$ cat src/sdc_consts.svh
`ifndef SDC_CONSTS_SVH
`define SDC_CONSTS_SVH

// Buffer geometry
`define SDC_BUF_MBYTES    16
`define SDC_CACHE_KBYTES  13000
`define SDC_BLOCK_BYTES   512
`define SDC_CACHE_BLOCKS  (`SDC_CACHE_KBYTES * 1024 / `SDC_BLOCK_BYTES)
`define SDC_NSEG          4

// Register byte offsets
`define SDC_OFS_CTRL      8'h00
`define SDC_OFS_SEGSIZE   8'h04
`define SDC_OFS_PFLIM     8'h08
`define SDC_OFS_RATIO     8'h0C
`define SDC_OFS_STATUS    8'h10
`define SDC_OFS_CHITS     8'h14
`define SDC_OFS_PHITS     8'h18
`define SDC_OFS_MISSES    8'h1C

// Control field positions
`define SDC_CTRL_RCO      0
`define SDC_CTRL_WCO      1
`define SDC_CTRL_PFO      2
`define SDC_CTRL_PCHK     3

// Status field positions
`define SDC_STAT_DEF      0
`define SDC_STAT_PFON     1
`define SDC_STAT_BUSY     2

// Reset and fixed values
`define SDC_CTRL_RST      4'h0
`define SDC_RATIO_RST     8'h80
`define SDC_PRED_RST      2'h2
`define SDC_SEGSIZE_VAL   32'h0000_FFFF

// Bus responses
`define SDC_RESP_OKAY     2'h0
`define SDC_RESP_SLVERR   2'h2
`define SDC_RESP_DECERR   2'h3

`endif

$ cat src/sdc_pkg.sv
package sdc_pkg;

	// Controller states
	typedef enum logic [3:0] {
		SDC_IDLE      = 4'h0,
		SDC_LOOKUP    = 4'h1,
		SDC_ALLOC     = 4'h2,
		SDC_RD_REQ    = 4'h3,
		SDC_RD_XFER   = 4'h4,
		SDC_WR_REQ    = 4'h5,
		SDC_WR_IN     = 4'h6,
		SDC_FL_LOAD   = 4'h7,
		SDC_FL_REQ    = 4'h8,
		SDC_FL_WAIT   = 4'h9,
		SDC_DONE      = 4'hA
	} sdc_fsm_type;

	// Host command codes
	typedef enum logic [1:0] {
		SDC_OP_READ   = 2'h0,
		SDC_OP_WRITE  = 2'h1,
		SDC_OP_SYNC   = 2'h2
	} sdc_op_type;

	// Read outcome classes
	typedef enum logic [1:0] {
		SDC_MISS      = 2'h0,
		SDC_CACHE_HIT = 2'h1,
		SDC_PF_HIT    = 2'h2
	} sdc_hit_type;

endpackage

$ cat src/sdc_buffer_cache.sv
// Our own choices: the placing of the registers and the AXI4-Lite slave port.
`timescale 1ns/1ps
`include "sdc_consts.svh"
// Function
// 16 MB buffer, 13000 KB split into segments
// Track held block range per segment
// Read caching on: try buffer before medium
// Read caching off: bypass lookup, pass through
// Full hit: send blocks without medium access
// Miss: fill segment from medium, then forward
// Circular whole-block segments, allocated by workload
// Segment size reads 0xFFFF, writes ignored
// Param_check_a checking rejects segment size writes
// Read caching on: keep written data cached
// Segmentation independent of read cache flag
// Write invalidates overlapping segments before caching
// Wrapping never overwrites uncommitted data
// Write caching: good status once cached
// Failed later commit raises deferred error
// Sync completes after all writes committed
// Prefetch following blocks even without caching
// Prefetch hit counted apart from cache hit
// Read ahead disable flag zero enables prefetch
// Max prefetch and ceiling fields ignored
// Prefetch only when a hit is predicted
// Host transfers paced by buffer-full ratio
// Host sets caching and prefetch flags separately
// Host treats data durable after sync
module sdc_buffer_cache #(
	parameter int NSEG       = `SDC_NSEG,
	parameter int SEG_BLOCKS = `SDC_CACHE_BLOCKS / `SDC_NSEG,
	parameter int LBA_W      = 32
) (
	input  wire logic                 clock,
	input  wire logic                 rst_n,
	input  wire logic [7:0]           s_axi_awaddr,
	input  wire logic                 s_axi_awvalid,
	output wire logic                 s_axi_awready,
	input  wire logic [31:0]          s_axi_wdata,
	input  wire logic [3:0]           s_axi_wstrb,
	input  wire logic                 s_axi_wvalid,
	output wire logic                 s_axi_wready,
	output wire logic [1:0]           s_axi_bresp,
	output wire logic                 s_axi_bvalid,
	input  wire logic                 s_axi_bready,
	input  wire logic [7:0]           s_axi_araddr,
	input  wire logic                 s_axi_arvalid,
	output wire logic                 s_axi_arready,
	output wire logic [31:0]          s_axi_rdata,
	output wire logic [1:0]           s_axi_rresp,
	output wire logic                 s_axi_rvalid,
	input  wire logic                 s_axi_rready,
	input  wire logic                 cmd_valid,
	output wire logic                 cmd_ready,
	input  wire sdc_pkg::sdc_op_type  cmd_op,
	input  wire logic [LBA_W-1:0]     cmd_lba,
	input  wire logic [15:0]          cmd_count,
	output wire logic                 cmd_done,
	output wire logic                 cmd_good,
	output wire sdc_pkg::sdc_hit_type cmd_hit,
	output wire logic                 rd_blk_valid,
	input  wire logic                 rd_blk_ready,
	output wire logic [LBA_W-1:0]     rd_blk_lba,
	input  wire logic                 wr_blk_valid,
	output wire logic                 wr_blk_ready,
	output wire logic                 med_valid,
	input  wire logic                 med_ready,
	output wire logic                 med_write,
	output wire logic [LBA_W-1:0]     med_lba,
	output wire logic [15:0]          med_count,
	input  wire logic                 med_blk,
	input  wire logic                 med_done,
	input  wire logic                 med_err,
	output wire logic                 deferred_error
);
	import sdc_pkg::*;

	localparam int          SW    = (NSEG > 1) ? $clog2(NSEG) : 1;
	localparam logic [15:0] SEG_B = 16'(SEG_BLOCKS);  // Blocks per segment

	// One directory entry per segment
	typedef struct packed {
		logic             valid;   // Entry holds usable data
		logic             dirty;   // Data not yet on medium
		logic [LBA_W-1:0] start;   // First block held
		logic [15:0]      dem;     // Blocks asked for by host
		logic [15:0]      total;   // Blocks held, prefetch included
	} sdc_seg_type;

	// Whole controller state
	typedef struct packed {
		sdc_seg_type [NSEG-1:0] seg;      // Segment directory
		sdc_fsm_type            fsm;      // Controller state
		sdc_fsm_type            ret;      // State after a flush
		logic [SW-1:0]          cur;      // Segment in use
		logic [SW-1:0]          rr;       // Next eviction candidate
		sdc_op_type             op;       // Current command
		logic [LBA_W-1:0]       lba;      // Command start block
		logic [15:0]            count;    // Command length
		logic [15:0]            sent;     // Blocks given to host
		logic [15:0]            avail;    // Blocks in buffer
		logic [15:0]            rcvd;     // Write blocks taken
		logic [15:0]            commit;   // Write blocks on medium
		logic                   started;  // Host burst begun
		logic                   mdone;    // Medium finished
		logic                   wthru;    // Streaming write
		logic                   dfl;      // Flush errors are deferred
		logic                   good;     // Command status
		sdc_hit_type            hit;      // Read outcome
		logic [1:0]             pred;     // Prefetch predictor
		logic [LBA_W-1:0]       last_end; // End of previous read
		logic [LBA_W-1:0]       rlba;     // Block offered to host
		logic [LBA_W-1:0]       mlba;     // Medium request start
		logic [15:0]            mcnt;     // Medium request length
		logic                   mwr;      // Medium request is write
		logic                   done;     // Completion pulse
		logic                   defer;    // Deferred error pulse
		logic [3:0]             ctrl;     // Cache control flags
		logic [7:0]             ratio;    // Buffer-full ratio
		logic                   def_st;   // Sticky deferred error
		logic [15:0]            n_chit;   // Cache hit count
		logic [15:0]            n_phit;   // Prefetch hit count
		logic [15:0]            n_miss;   // Miss count
		logic                   aw_got;   // Write address held
		logic [7:0]             awaddr;   // Held write address
		logic                   w_got;    // Write data held
		logic [31:0]            wdata;    // Held write data
		logic [3:0]             wstrb;    // Held byte strobes
		logic                   bvalid;   // Write response pending
		logic [1:0]             bresp;    // Write response code
		logic                   rvalid;   // Read data pending
		logic [31:0]            rdata;    // Read data
		logic [1:0]             rresp;    // Read response code
	} sdc_state_type;

	sdc_state_type    q;        // Registered state
	sdc_state_type    n;        // Next state
	logic [NSEG-1:0]  hit_v;    // Request fully held
	logic [NSEG-1:0]  pf_v;     // Request reaches prefetched part
	logic [NSEG-1:0]  ovl_v;    // Request overlaps entry
	logic [NSEG-1:0]  dirty_v;  // Entry awaits commit
	logic [NSEG-1:0]  free_v;   // Entry unused
	logic [LBA_W-1:0] req_end;  // One past last requested block
	logic [23:0]      thr_prod; // Ratio times segment size
	logic [15:0]      thr;      // Blocks needed before a burst
	logic             pf_on;    // Prefetch currently wanted

	// Widen a block count to address width
	function automatic logic [LBA_W-1:0] ext(input logic [15:0] c);
		return LBA_W'(c);
	endfunction

	// Lowest set bit of a segment vector
	function automatic logic [SW-1:0] first_idx(input logic [NSEG-1:0] v);
		logic [SW-1:0] r;
		r = '0;
		for (int k = NSEG - 1; k >= 0; k--) begin
			if (v[k]) begin
				r = SW'(k);
			end
		end
		return r;
	endfunction

	assign req_end  = q.lba + ext(q.count);
	assign thr_prod = q.ratio * SEG_B;
	assign thr      = thr_prod[23:8];
	assign pf_on    = !q.ctrl[`SDC_CTRL_PFO] && q.pred[1];

	// Per-segment address compare
	for (genvar i = 0; i < NSEG; i++) begin : g_seg
		logic [LBA_W-1:0] s_end;  // One past last held block
		assign s_end      = q.seg[i].start + ext(q.seg[i].total);
		assign hit_v[i]   = q.seg[i].valid && q.lba >= q.seg[i].start && req_end <= s_end;
		assign pf_v[i]    = req_end > q.seg[i].start + ext(q.seg[i].dem);
		assign ovl_v[i]   = q.seg[i].valid && q.lba < s_end && req_end > q.seg[i].start;
		assign dirty_v[i] = q.seg[i].valid && q.seg[i].dirty;
		assign free_v[i]  = !q.seg[i].valid;
	end

	// Handshake outputs
	assign s_axi_awready = !q.aw_got && !q.bvalid;
	assign s_axi_wready  = !q.w_got && !q.bvalid;
	assign s_axi_arready = !q.rvalid;
	assign cmd_ready     = (q.fsm == SDC_IDLE);
	assign med_valid     = (q.fsm == SDC_RD_REQ) || (q.fsm == SDC_WR_REQ) || (q.fsm == SDC_FL_REQ);
	// Burst starts at ratio or full fill
	assign rd_blk_valid  = (q.fsm == SDC_RD_XFER) && q.good && q.sent < q.count && q.avail > q.sent
		&& (q.started || q.mdone || q.avail - q.sent >= thr || q.avail >= q.count);
	// Streaming writes stall the host rather than lap uncommitted data
	assign wr_blk_ready  = (q.fsm == SDC_WR_IN) && q.rcvd < q.count
		&& (!q.wthru || q.rcvd - q.commit < SEG_B);

	// Registered outputs
	assign s_axi_bresp    = q.bresp;
	assign s_axi_bvalid   = q.bvalid;
	assign s_axi_rdata    = q.rdata;
	assign s_axi_rresp    = q.rresp;
	assign s_axi_rvalid   = q.rvalid;
	assign cmd_done       = q.done;
	assign cmd_good       = q.good;
	assign cmd_hit        = q.hit;
	assign rd_blk_lba     = q.rlba;
	assign med_write      = q.mwr;
	assign med_lba        = q.mlba;
	assign med_count      = q.mcnt;
	assign deferred_error = q.defer;

	// Next state
	always_comb begin
		logic          clr_def;
		logic          set_def;
		logic [SW-1:0] idx;
		logic [7:0]    ra;
		clr_def = 1'b0;
		set_def = 1'b0;
		idx     = '0;
		ra      = {s_axi_araddr[7:2], 2'b00};
		n       = q;
		n.done  = 1'b0;
		n.defer = 1'b0;

		// Write once both halves held
		if (q.aw_got && q.w_got && !q.bvalid) begin
			n.bvalid = 1'b1;
			n.aw_got = 1'b0;
			n.w_got  = 1'b0;
			n.bresp  = `SDC_RESP_OKAY;
			if (q.awaddr == `SDC_OFS_CTRL) begin
				if (q.wstrb[0]) begin
					n.ctrl = q.wdata[3:0];
				end
			end else if (q.awaddr == `SDC_OFS_SEGSIZE) begin
				// Size never changes; param_check_a mode reports it
				if (q.ctrl[`SDC_CTRL_PCHK]) begin
					n.bresp = `SDC_RESP_SLVERR;
				end
			end else if (q.awaddr == `SDC_OFS_PFLIM) begin
				n.bresp = `SDC_RESP_OKAY;  // Accepted and dropped
			end else if (q.awaddr == `SDC_OFS_RATIO) begin
				if (q.wstrb[0]) begin
					n.ratio = q.wdata[7:0];
				end
			end else if (q.awaddr == `SDC_OFS_STATUS) begin
				clr_def = q.wstrb[0] && q.wdata[`SDC_STAT_DEF];
			end else if (q.awaddr == `SDC_OFS_CHITS || q.awaddr == `SDC_OFS_PHITS
				|| q.awaddr == `SDC_OFS_MISSES) begin
				n.bresp = `SDC_RESP_OKAY;  // Counters are read-only
			end else begin
				n.bresp = `SDC_RESP_DECERR;
			end
		end
		if (q.bvalid && s_axi_bready) begin
			n.bvalid = 1'b0;
		end
		if (s_axi_awvalid && s_axi_awready) begin
			n.aw_got = 1'b1;
			n.awaddr = {s_axi_awaddr[7:2], 2'b00};
		end
		if (s_axi_wvalid && s_axi_wready) begin
			n.w_got = 1'b1;
			n.wdata = s_axi_wdata;
			n.wstrb = s_axi_wstrb;
		end

		// Read decode
		if (q.rvalid && s_axi_rready) begin
			n.rvalid = 1'b0;
		end
		if (s_axi_arvalid && s_axi_arready) begin
			n.rvalid = 1'b1;
			n.rresp  = `SDC_RESP_OKAY;
			n.rdata  = '0;
			if (ra == `SDC_OFS_CTRL) begin
				n.rdata[3:0] = q.ctrl;
			end else if (ra == `SDC_OFS_SEGSIZE) begin
				n.rdata = `SDC_SEGSIZE_VAL;
			end else if (ra == `SDC_OFS_PFLIM) begin
				n.rdata = '0;
			end else if (ra == `SDC_OFS_RATIO) begin
				n.rdata[7:0] = q.ratio;
			end else if (ra == `SDC_OFS_STATUS) begin
				n.rdata[`SDC_STAT_DEF]  = q.def_st;
				n.rdata[`SDC_STAT_PFON] = pf_on;
				n.rdata[`SDC_STAT_BUSY] = (q.fsm != SDC_IDLE);
			end else if (ra == `SDC_OFS_CHITS) begin
				n.rdata[15:0] = q.n_chit;
			end else if (ra == `SDC_OFS_PHITS) begin
				n.rdata[15:0] = q.n_phit;
			end else if (ra == `SDC_OFS_MISSES) begin
				n.rdata[15:0] = q.n_miss;
			end else begin
				n.rresp = `SDC_RESP_DECERR;
			end
		end

		// Controller
		case (q.fsm)
			SDC_IDLE: begin
				if (cmd_valid) begin
					n.op      = cmd_op;
					n.lba     = cmd_lba;
					n.rlba    = cmd_lba;
					n.count   = cmd_count;
					n.sent    = '0;
					n.avail   = '0;
					n.rcvd    = '0;
					n.commit  = '0;
					n.started = 1'b0;
					n.mdone   = 1'b0;
					n.good    = 1'b1;
					n.hit     = SDC_MISS;
					n.fsm     = SDC_LOOKUP;
				end else if (|dirty_v) begin
					// Idle time drains cached writes
					n.cur = first_idx(dirty_v);
					n.dfl = 1'b1;
					n.ret = SDC_IDLE;
					n.fsm = SDC_FL_LOAD;
				end
			end
			SDC_LOOKUP: begin
				case (q.op)
					SDC_OP_READ: begin
						// Sequential reads train the predictor up
						if (q.lba == q.last_end) begin
							if (q.pred != 2'h3) n.pred = q.pred + 2'h1;
						end else begin
							if (q.pred != 2'h0) n.pred = q.pred - 2'h1;
						end
						n.last_end = req_end;
						// Read cache off: only prefetched data serves
						if (|(hit_v & (q.ctrl[`SDC_CTRL_RCO] ? pf_v : '1))) begin
							idx   = first_idx(hit_v & (q.ctrl[`SDC_CTRL_RCO] ? pf_v : '1));
							n.cur = idx;
							n.hit = pf_v[idx] ? SDC_PF_HIT : SDC_CACHE_HIT;
							if (pf_v[idx]) begin
								n.seg[idx].dem = 16'(req_end - q.seg[idx].start);
							end
							n.avail = q.count;
							n.mdone = 1'b1;
							n.fsm   = SDC_RD_XFER;
						end else begin
							n.fsm = SDC_ALLOC;
						end
					end
					SDC_OP_WRITE: begin
						// Commit stale dirty data before dropping it
						if (|(ovl_v & dirty_v)) begin
							n.cur = first_idx(ovl_v & dirty_v);
							n.dfl = 1'b1;
							n.ret = SDC_LOOKUP;
							n.fsm = SDC_FL_LOAD;
						end else begin
							for (int k = 0; k < NSEG; k++) begin
								if (ovl_v[k]) n.seg[k].valid = 1'b0;
							end
							if (q.count <= SEG_B && (q.ctrl[`SDC_CTRL_WCO] || !q.ctrl[`SDC_CTRL_RCO])) begin
								n.fsm = SDC_ALLOC;
							end else begin
								n.mlba  = q.lba;
								n.mcnt  = q.count;
								n.mwr   = 1'b1;
								n.wthru = 1'b1;
								n.fsm   = SDC_WR_REQ;
							end
						end
					end
					SDC_OP_SYNC: begin
						if (|dirty_v) begin
							n.cur = first_idx(dirty_v);
							n.dfl = 1'b1;
							n.ret = SDC_LOOKUP;
							n.fsm = SDC_FL_LOAD;
						end else begin
							n.fsm = SDC_DONE;
						end
					end
					default: begin
						n.good = 1'b0;
						n.fsm  = SDC_DONE;
					end
				endcase
			end
			SDC_ALLOC: begin
				// Shared pool, read cache flag ignored
				if (!(|free_v) && q.seg[q.rr].dirty) begin
					n.cur = q.rr;
					n.dfl = 1'b1;
					n.ret = SDC_ALLOC;
					n.fsm = SDC_FL_LOAD;
				end else begin
					idx   = (|free_v) ? first_idx(free_v) : q.rr;
					n.cur = idx;
					n.rr  = (q.rr == SW'(NSEG - 1)) ? '0 : q.rr + SW'(1);
					n.seg[idx].valid = 1'b0;
					n.mlba  = q.lba;
					n.mwr   = 1'b0;
					n.wthru = 1'b0;
					// Prefetch tops the segment up past the request
					n.mcnt  = (pf_on && q.count < SEG_B) ? SEG_B : q.count;
					n.fsm   = (q.op == SDC_OP_READ) ? SDC_RD_REQ : SDC_WR_IN;
				end
			end
			SDC_RD_REQ: begin
				if (med_ready) n.fsm = SDC_RD_XFER;
			end
			SDC_RD_XFER: begin
				if (med_blk && !q.mdone) n.avail = q.avail + 16'h0001;
				if (med_done && !q.mdone) begin
					n.mdone = 1'b1;
					if (med_err) n.good = 1'b0;
				end
				if (rd_blk_valid && rd_blk_ready) begin
					n.sent    = q.sent + 16'h0001;
					n.rlba    = q.rlba + ext(16'h0001);
					n.started = 1'b1;
				end
				if (q.mdone && (!q.good || q.sent == q.count)) begin
					if (q.hit == SDC_MISS) begin
						// Lapped oversized reads are not kept
						n.seg[q.cur].valid = q.good && q.count <= SEG_B;
						n.seg[q.cur].dirty = 1'b0;
						n.seg[q.cur].start = q.lba;
						n.seg[q.cur].dem   = q.count;
						n.seg[q.cur].total = q.avail;
					end
					n.fsm = SDC_DONE;
				end
			end
			SDC_WR_REQ: begin
				if (med_ready) n.fsm = SDC_WR_IN;
			end
			SDC_WR_IN: begin
				if (wr_blk_valid && wr_blk_ready) n.rcvd = q.rcvd + 16'h0001;
				if (q.wthru) begin
					if (med_blk) n.commit = q.commit + 16'h0001;
					if (med_done) begin
						n.good = !med_err;
						n.fsm  = SDC_DONE;
					end
				end else if (q.rcvd == q.count) begin
					n.seg[q.cur].valid = 1'b1;
					n.seg[q.cur].dirty = 1'b1;
					n.seg[q.cur].start = q.lba;
					n.seg[q.cur].dem   = q.count;
					n.seg[q.cur].total = q.count;
					if (q.ctrl[`SDC_CTRL_WCO]) begin
						n.fsm = SDC_DONE;
					end else begin
						n.dfl = 1'b0;
						n.ret = SDC_DONE;
						n.fsm = SDC_FL_LOAD;
					end
				end
			end
			SDC_FL_LOAD: begin
				n.mlba = q.seg[q.cur].start;
				n.mcnt = q.seg[q.cur].total;
				n.mwr  = 1'b1;
				n.fsm  = SDC_FL_REQ;
			end
			SDC_FL_REQ: begin
				if (med_ready) n.fsm = SDC_FL_WAIT;
			end
			SDC_FL_WAIT: begin
				if (med_done) begin
					n.seg[q.cur].dirty = 1'b0;
					if (med_err) begin
						n.seg[q.cur].valid = 1'b0;
						if (q.dfl) begin
							set_def = 1'b1;
							n.defer = 1'b1;
						end
						if (!q.dfl || (q.op == SDC_OP_SYNC && q.ret != SDC_IDLE)) n.good = 1'b0;
					end
					n.fsm = q.ret;
				end
			end
			SDC_DONE: begin
				n.done = 1'b1;
				if (q.op == SDC_OP_READ && q.good) begin
					if (q.hit == SDC_CACHE_HIT) n.n_chit = q.n_chit + 16'h0001;
					else if (q.hit == SDC_PF_HIT) n.n_phit = q.n_phit + 16'h0001;
					else n.n_miss = q.n_miss + 16'h0001;
				end
				n.fsm = SDC_IDLE;
			end
			default: begin
				n.fsm = SDC_IDLE;
			end
		endcase

		// New failure beats same-cycle clear
		n.def_st = (q.def_st && !clr_def) || set_def;
	end

	// State register
	always_ff @(posedge clock or negedge rst_n) begin
		if (!rst_n) begin
			q       <= '0;
			q.fsm   <= SDC_IDLE;
			q.ret   <= SDC_IDLE;
			q.pred  <= `SDC_PRED_RST;
			q.ctrl  <= `SDC_CTRL_RST;
			q.ratio <= `SDC_RATIO_RST;
		end else begin
			q <= n;
		end
	end

endmodule

$ cat config.mk
export PLATFORM = sky130hd
export DESIGN_NAME = sdc_buffer_cache
export DESIGN_NICKNAME = d
export VERILOG_FILES = /design/src/sdc_pkg.sv /design/src/sdc_buffer_cache.sv
export VERILOG_INCLUDE_DIRS = /design/src /design/src/src
export SDC_FILE = /design/constraint.sdc
export NUM_CORES = 2
export LEC_CHECK = 0
export ABC_AREA = 1
export CAP_MARGIN = 10
export CORE_MARGIN = 8
export CORE_UTILIZATION = 55
export DETAILED_ROUTE_END_ITERATION = 10
export DONT_BUFFER_PORTS = 1
export PLACE_DENSITY_LB_ADDON = 0.1
export SYNTH_ARGS = -nofsm -noshare
export SYNTH_HDL_FRONTEND = slang
export SYNTH_SLANG_ARGS = --single-unit
$ cat constraint.sdc
create_clock -name clock -period 10.62 [get_ports clock]
set_input_delay 1.062 -clock clock [delete_from_list [all_inputs] [get_ports clock]]
set_output_delay 1.062 -clock clock [all_outputs]
set_load 0.01 [all_outputs]
==> results_dict.tcl <==
set metrics [dict create \
    clock.fmax_ghz 0.102 \
    reg2reg_slack_ns 0.80 \
    grt_pass1_wl_um 385000 \
    clk_root_buffer_cell "clkbuf_16" \
    max_stage_delay_ns 0.49 \
    finalMaxSlewViolations 210 \
    cap_violations 0 \
    r2r_cells 57 \
    syn_inst 8943 \
    synth_warnings 0 \
    hold_viol 0 \
    die_area_sq_um 126000 \
    async_flop_share_pct 100 \
    ios 247 \
    worstHoldPathType "in -> async" \
    synth_seq_area_share_pct 24.3 \
    synth_area_leaders "dfrtp_1, ha_1, nand2_1" \
    ys_ff_latch 612 \
    grt_start_max_net_pins 613 \
    yosys-top-cells-count "nand2_1, ha_1, o21ai_0, inv_1, a21oi_1" \
    critPathArrivalTime_ns 10.38 \
    yosys.area.top_type "dfrtp_1" \
    ys.flop_type "dfrtp_1" \
    postSynthAreaPerCell_sq_um 7.05 \
    clockBufferDepth 3 \
    worstMarginPinSlew_ns 1.99 \
    drtIter0Drc 7335 \
    start_util_pct 55.3 \
    synth_most_common_cell "nand2_1" \
    dr.pass1.iters 8 \
    gp_congestion 1.01 \
    critPathSlowestCell "nor4_1" \
    relSlewSlack_pct -32.5 \
    final_nets 9845 \
    path_class "reg -> reg" \
    port_buffers 0 \
    cp-end-kind "flip-flop" \
    min_period_ns 9.82 \
    crit_fanout 13 \
    crit_path_frequent_cell "nand2_1" \
    clk_pin_slew_ns 0.06 \
    status "finished with violations" \
    cts_buffers 79 \
    fin_worst_skew_ns 0.0473 \
    violations "max-slew violations" \
    routed_wl_um 261000 \
    cts_tree "built" \
    die_w_um 355 \
    ant_nets 0 \
    cts.sinks 612 \
    core_area_sq_um 114000 \
    setup_viol 0 \
    critPathRequiredTime_ns 11.18 \
    vias 65100 \
    finalSetupTns_ns 0 \
    fp-row-count 124 \
    hold_buffers 0 \
    routed_via_density 6.29 \
    synth-edff-count 0 \
    overflow 0 \
    grt_pass1_vias 61800 \
    critPathLaunchType "flip-flop" \
    area_growth_pct 6.44 \
    grt.total_usage_pct 40.0 \
    rsz0062_at_grt "false" \
    die_y_um 355 \
    fin_crit_sh_pct 92.5 \
    drc_errors 0 \
    yosysUniqueCellTypes 71 \
    drive_gt1_share_pct 4.62 \
    synth_area_sq_um 63100 \
    antenna_found_initial 12 \
    ctsHtreeMaxLevel 3 \
    wl_per_cell_um 25.2 \
    dp_hpwl_um 197000 \
    yosys.area.top_type_share_pct 24.2 \
    insertion_delay_ns 0.70 \
]
-- area by class of cell --
type	count	area [sq um]
Antenna cell	4	10.0
Tap cell	1512	1890
Multi-Input combinational cell	7093	42700
Inverter	829	3130
Clock buffer	101	2170
Fill cell	10800	46900
Clock inverter	45	596
Sequential cell	612	15300
Timing Repair Buffer	160	1310
-- through the flow --
stage	cells	hold slack [ns]	cell area (sq um)	setup slack (ns)	util, %
2_1_floorplan	8958	0.442	63100	2.59	-
3_3_place_gp	10200	0.457	64200	0.622	56.3
3_5_place_dp	10200	0.458	64200	0.512	56.3
4_1_cts	10300	0.0828	67000	0.481	58.7
5_1_grt	10400	0.0729	67100	0.0280	58.9
6_report	10400	0.0852	67100	0.799	58.9
-- placed cells by master, fill, tap and decap left out, types with 11 or more instances in the layout --
cell type and n:
nand3_1 311, a31oi_1 44, clkinv_2 16, a211oi_1 60, buf_4 153, xnor2_1 104, clkbuf_8 11, a21oi_1 715
a21boi_0 11, clkbuf_1 11, nand2_1 2277, a21o_1 17, dfrtp_1 610, xor2_1 271, nor2_1 583, o2111ai_1 16
a22oi_1 63, o21bai_1 22, clkbuf_16 79, ha_1 927, inv_2 13, fa_1 27, nor3_1 130, conb_1 16
o21a_1 28, clkinv_1 26, o21ai_0 896, a221oi_1 13, o211ai_1 29, or2_2 16, o21ai_1 13, mux2_2 15
o22ai_1 115, inv_1 783, o221ai_1 73, nand4_1 125, nand3b_1 14, nor4_1 40
-- per-layer routing --
| layer | routed length, um | vias to the layer above | global-route usage [%] | share of wire (%) |
|---|---|---|---|---|
| met5 | 107 | - | 0 | 0.041 |
| met4 | 17400 | 16 | 22.6 | 6.6 |
| met3 | 32500 | 791 | 11.2 | 12 |
| met2 | 110000 | 3601 | 60.6 | 42 |
| met1 | 101000 | 30600 | 51.1 | 39 |
| li1 | - | 30100 | - | - |
-- cell families (layout without fill, tap and decap cells) --
| group | Yosys count | count (layout) | share of synthesized area, % |
|---|---|---|---|
| and+or+nand+nor | 3559 | 3559 | 23.1 |
| AOI/OAI and AO/OA | 2167 | 2167 | 19.4 |
| buffers and inverters | 1253 | 1135 | 8.37 |
| adders and majority gates | 954 | 954 | 19.2 |
| DFF | 612 | 612 | 24.3 |
| xor gates and xnor gates | 381 | 381 | 5.29 |
| muxes | 16 | 16 | 0.284 |
| other | 1 | 20 | 0.00595 |
-- worst min-delay path by stage --
| stage | depth (start not counted) | slack, ns | startpoint | to |
|---|---|---|---|---|
| 2_1_floorplan | 1 | 0.44 | q[105]$_DFFE_PN0P_ | q[105]$_DFFE_PN0P_ |
| 3_3_place_gp | 1 | 0.46 | q[105]$_DFFE_PN0P_ | q[105]$_DFFE_PN0P_ |
| 3_5_place_dp | 1 | 0.46 | q[115]$_DFFE_PN0P_ | q[115]$_DFFE_PN0P_ |
| 4_1_cts | 0 | 0.08 | rst_n | async pin |
| 5_1_grt | 0 | 0.07 | rst_n | async pin |
| 6_report | 0 | 0.09 | rst_n | async pin |
-- what timing repair did --
| item | CTS | global route |
|---|---|---|
| endpoints found under the setup margin | 0 | 28 |
| gates resized for setup | 0 | 12 |
| buffers inserted | 0 | 1 |
-- worst max-delay path: cells and delay by family (launching register included) --
family	cells	cell delay, ns
AND/OR/NAND/NOR	32	4.28
AO/OA/AOI/OAI	13	2.74
adder cells (fa/ha/maj)	3	1.08
buffers and inverters	7	0.82
flip-flops	1	0.45
XOR/XNOR	2	0.32
Power is not shown: default switching activity piles up to over one toggle a cycle in this logic, so the estimate is an artifact.
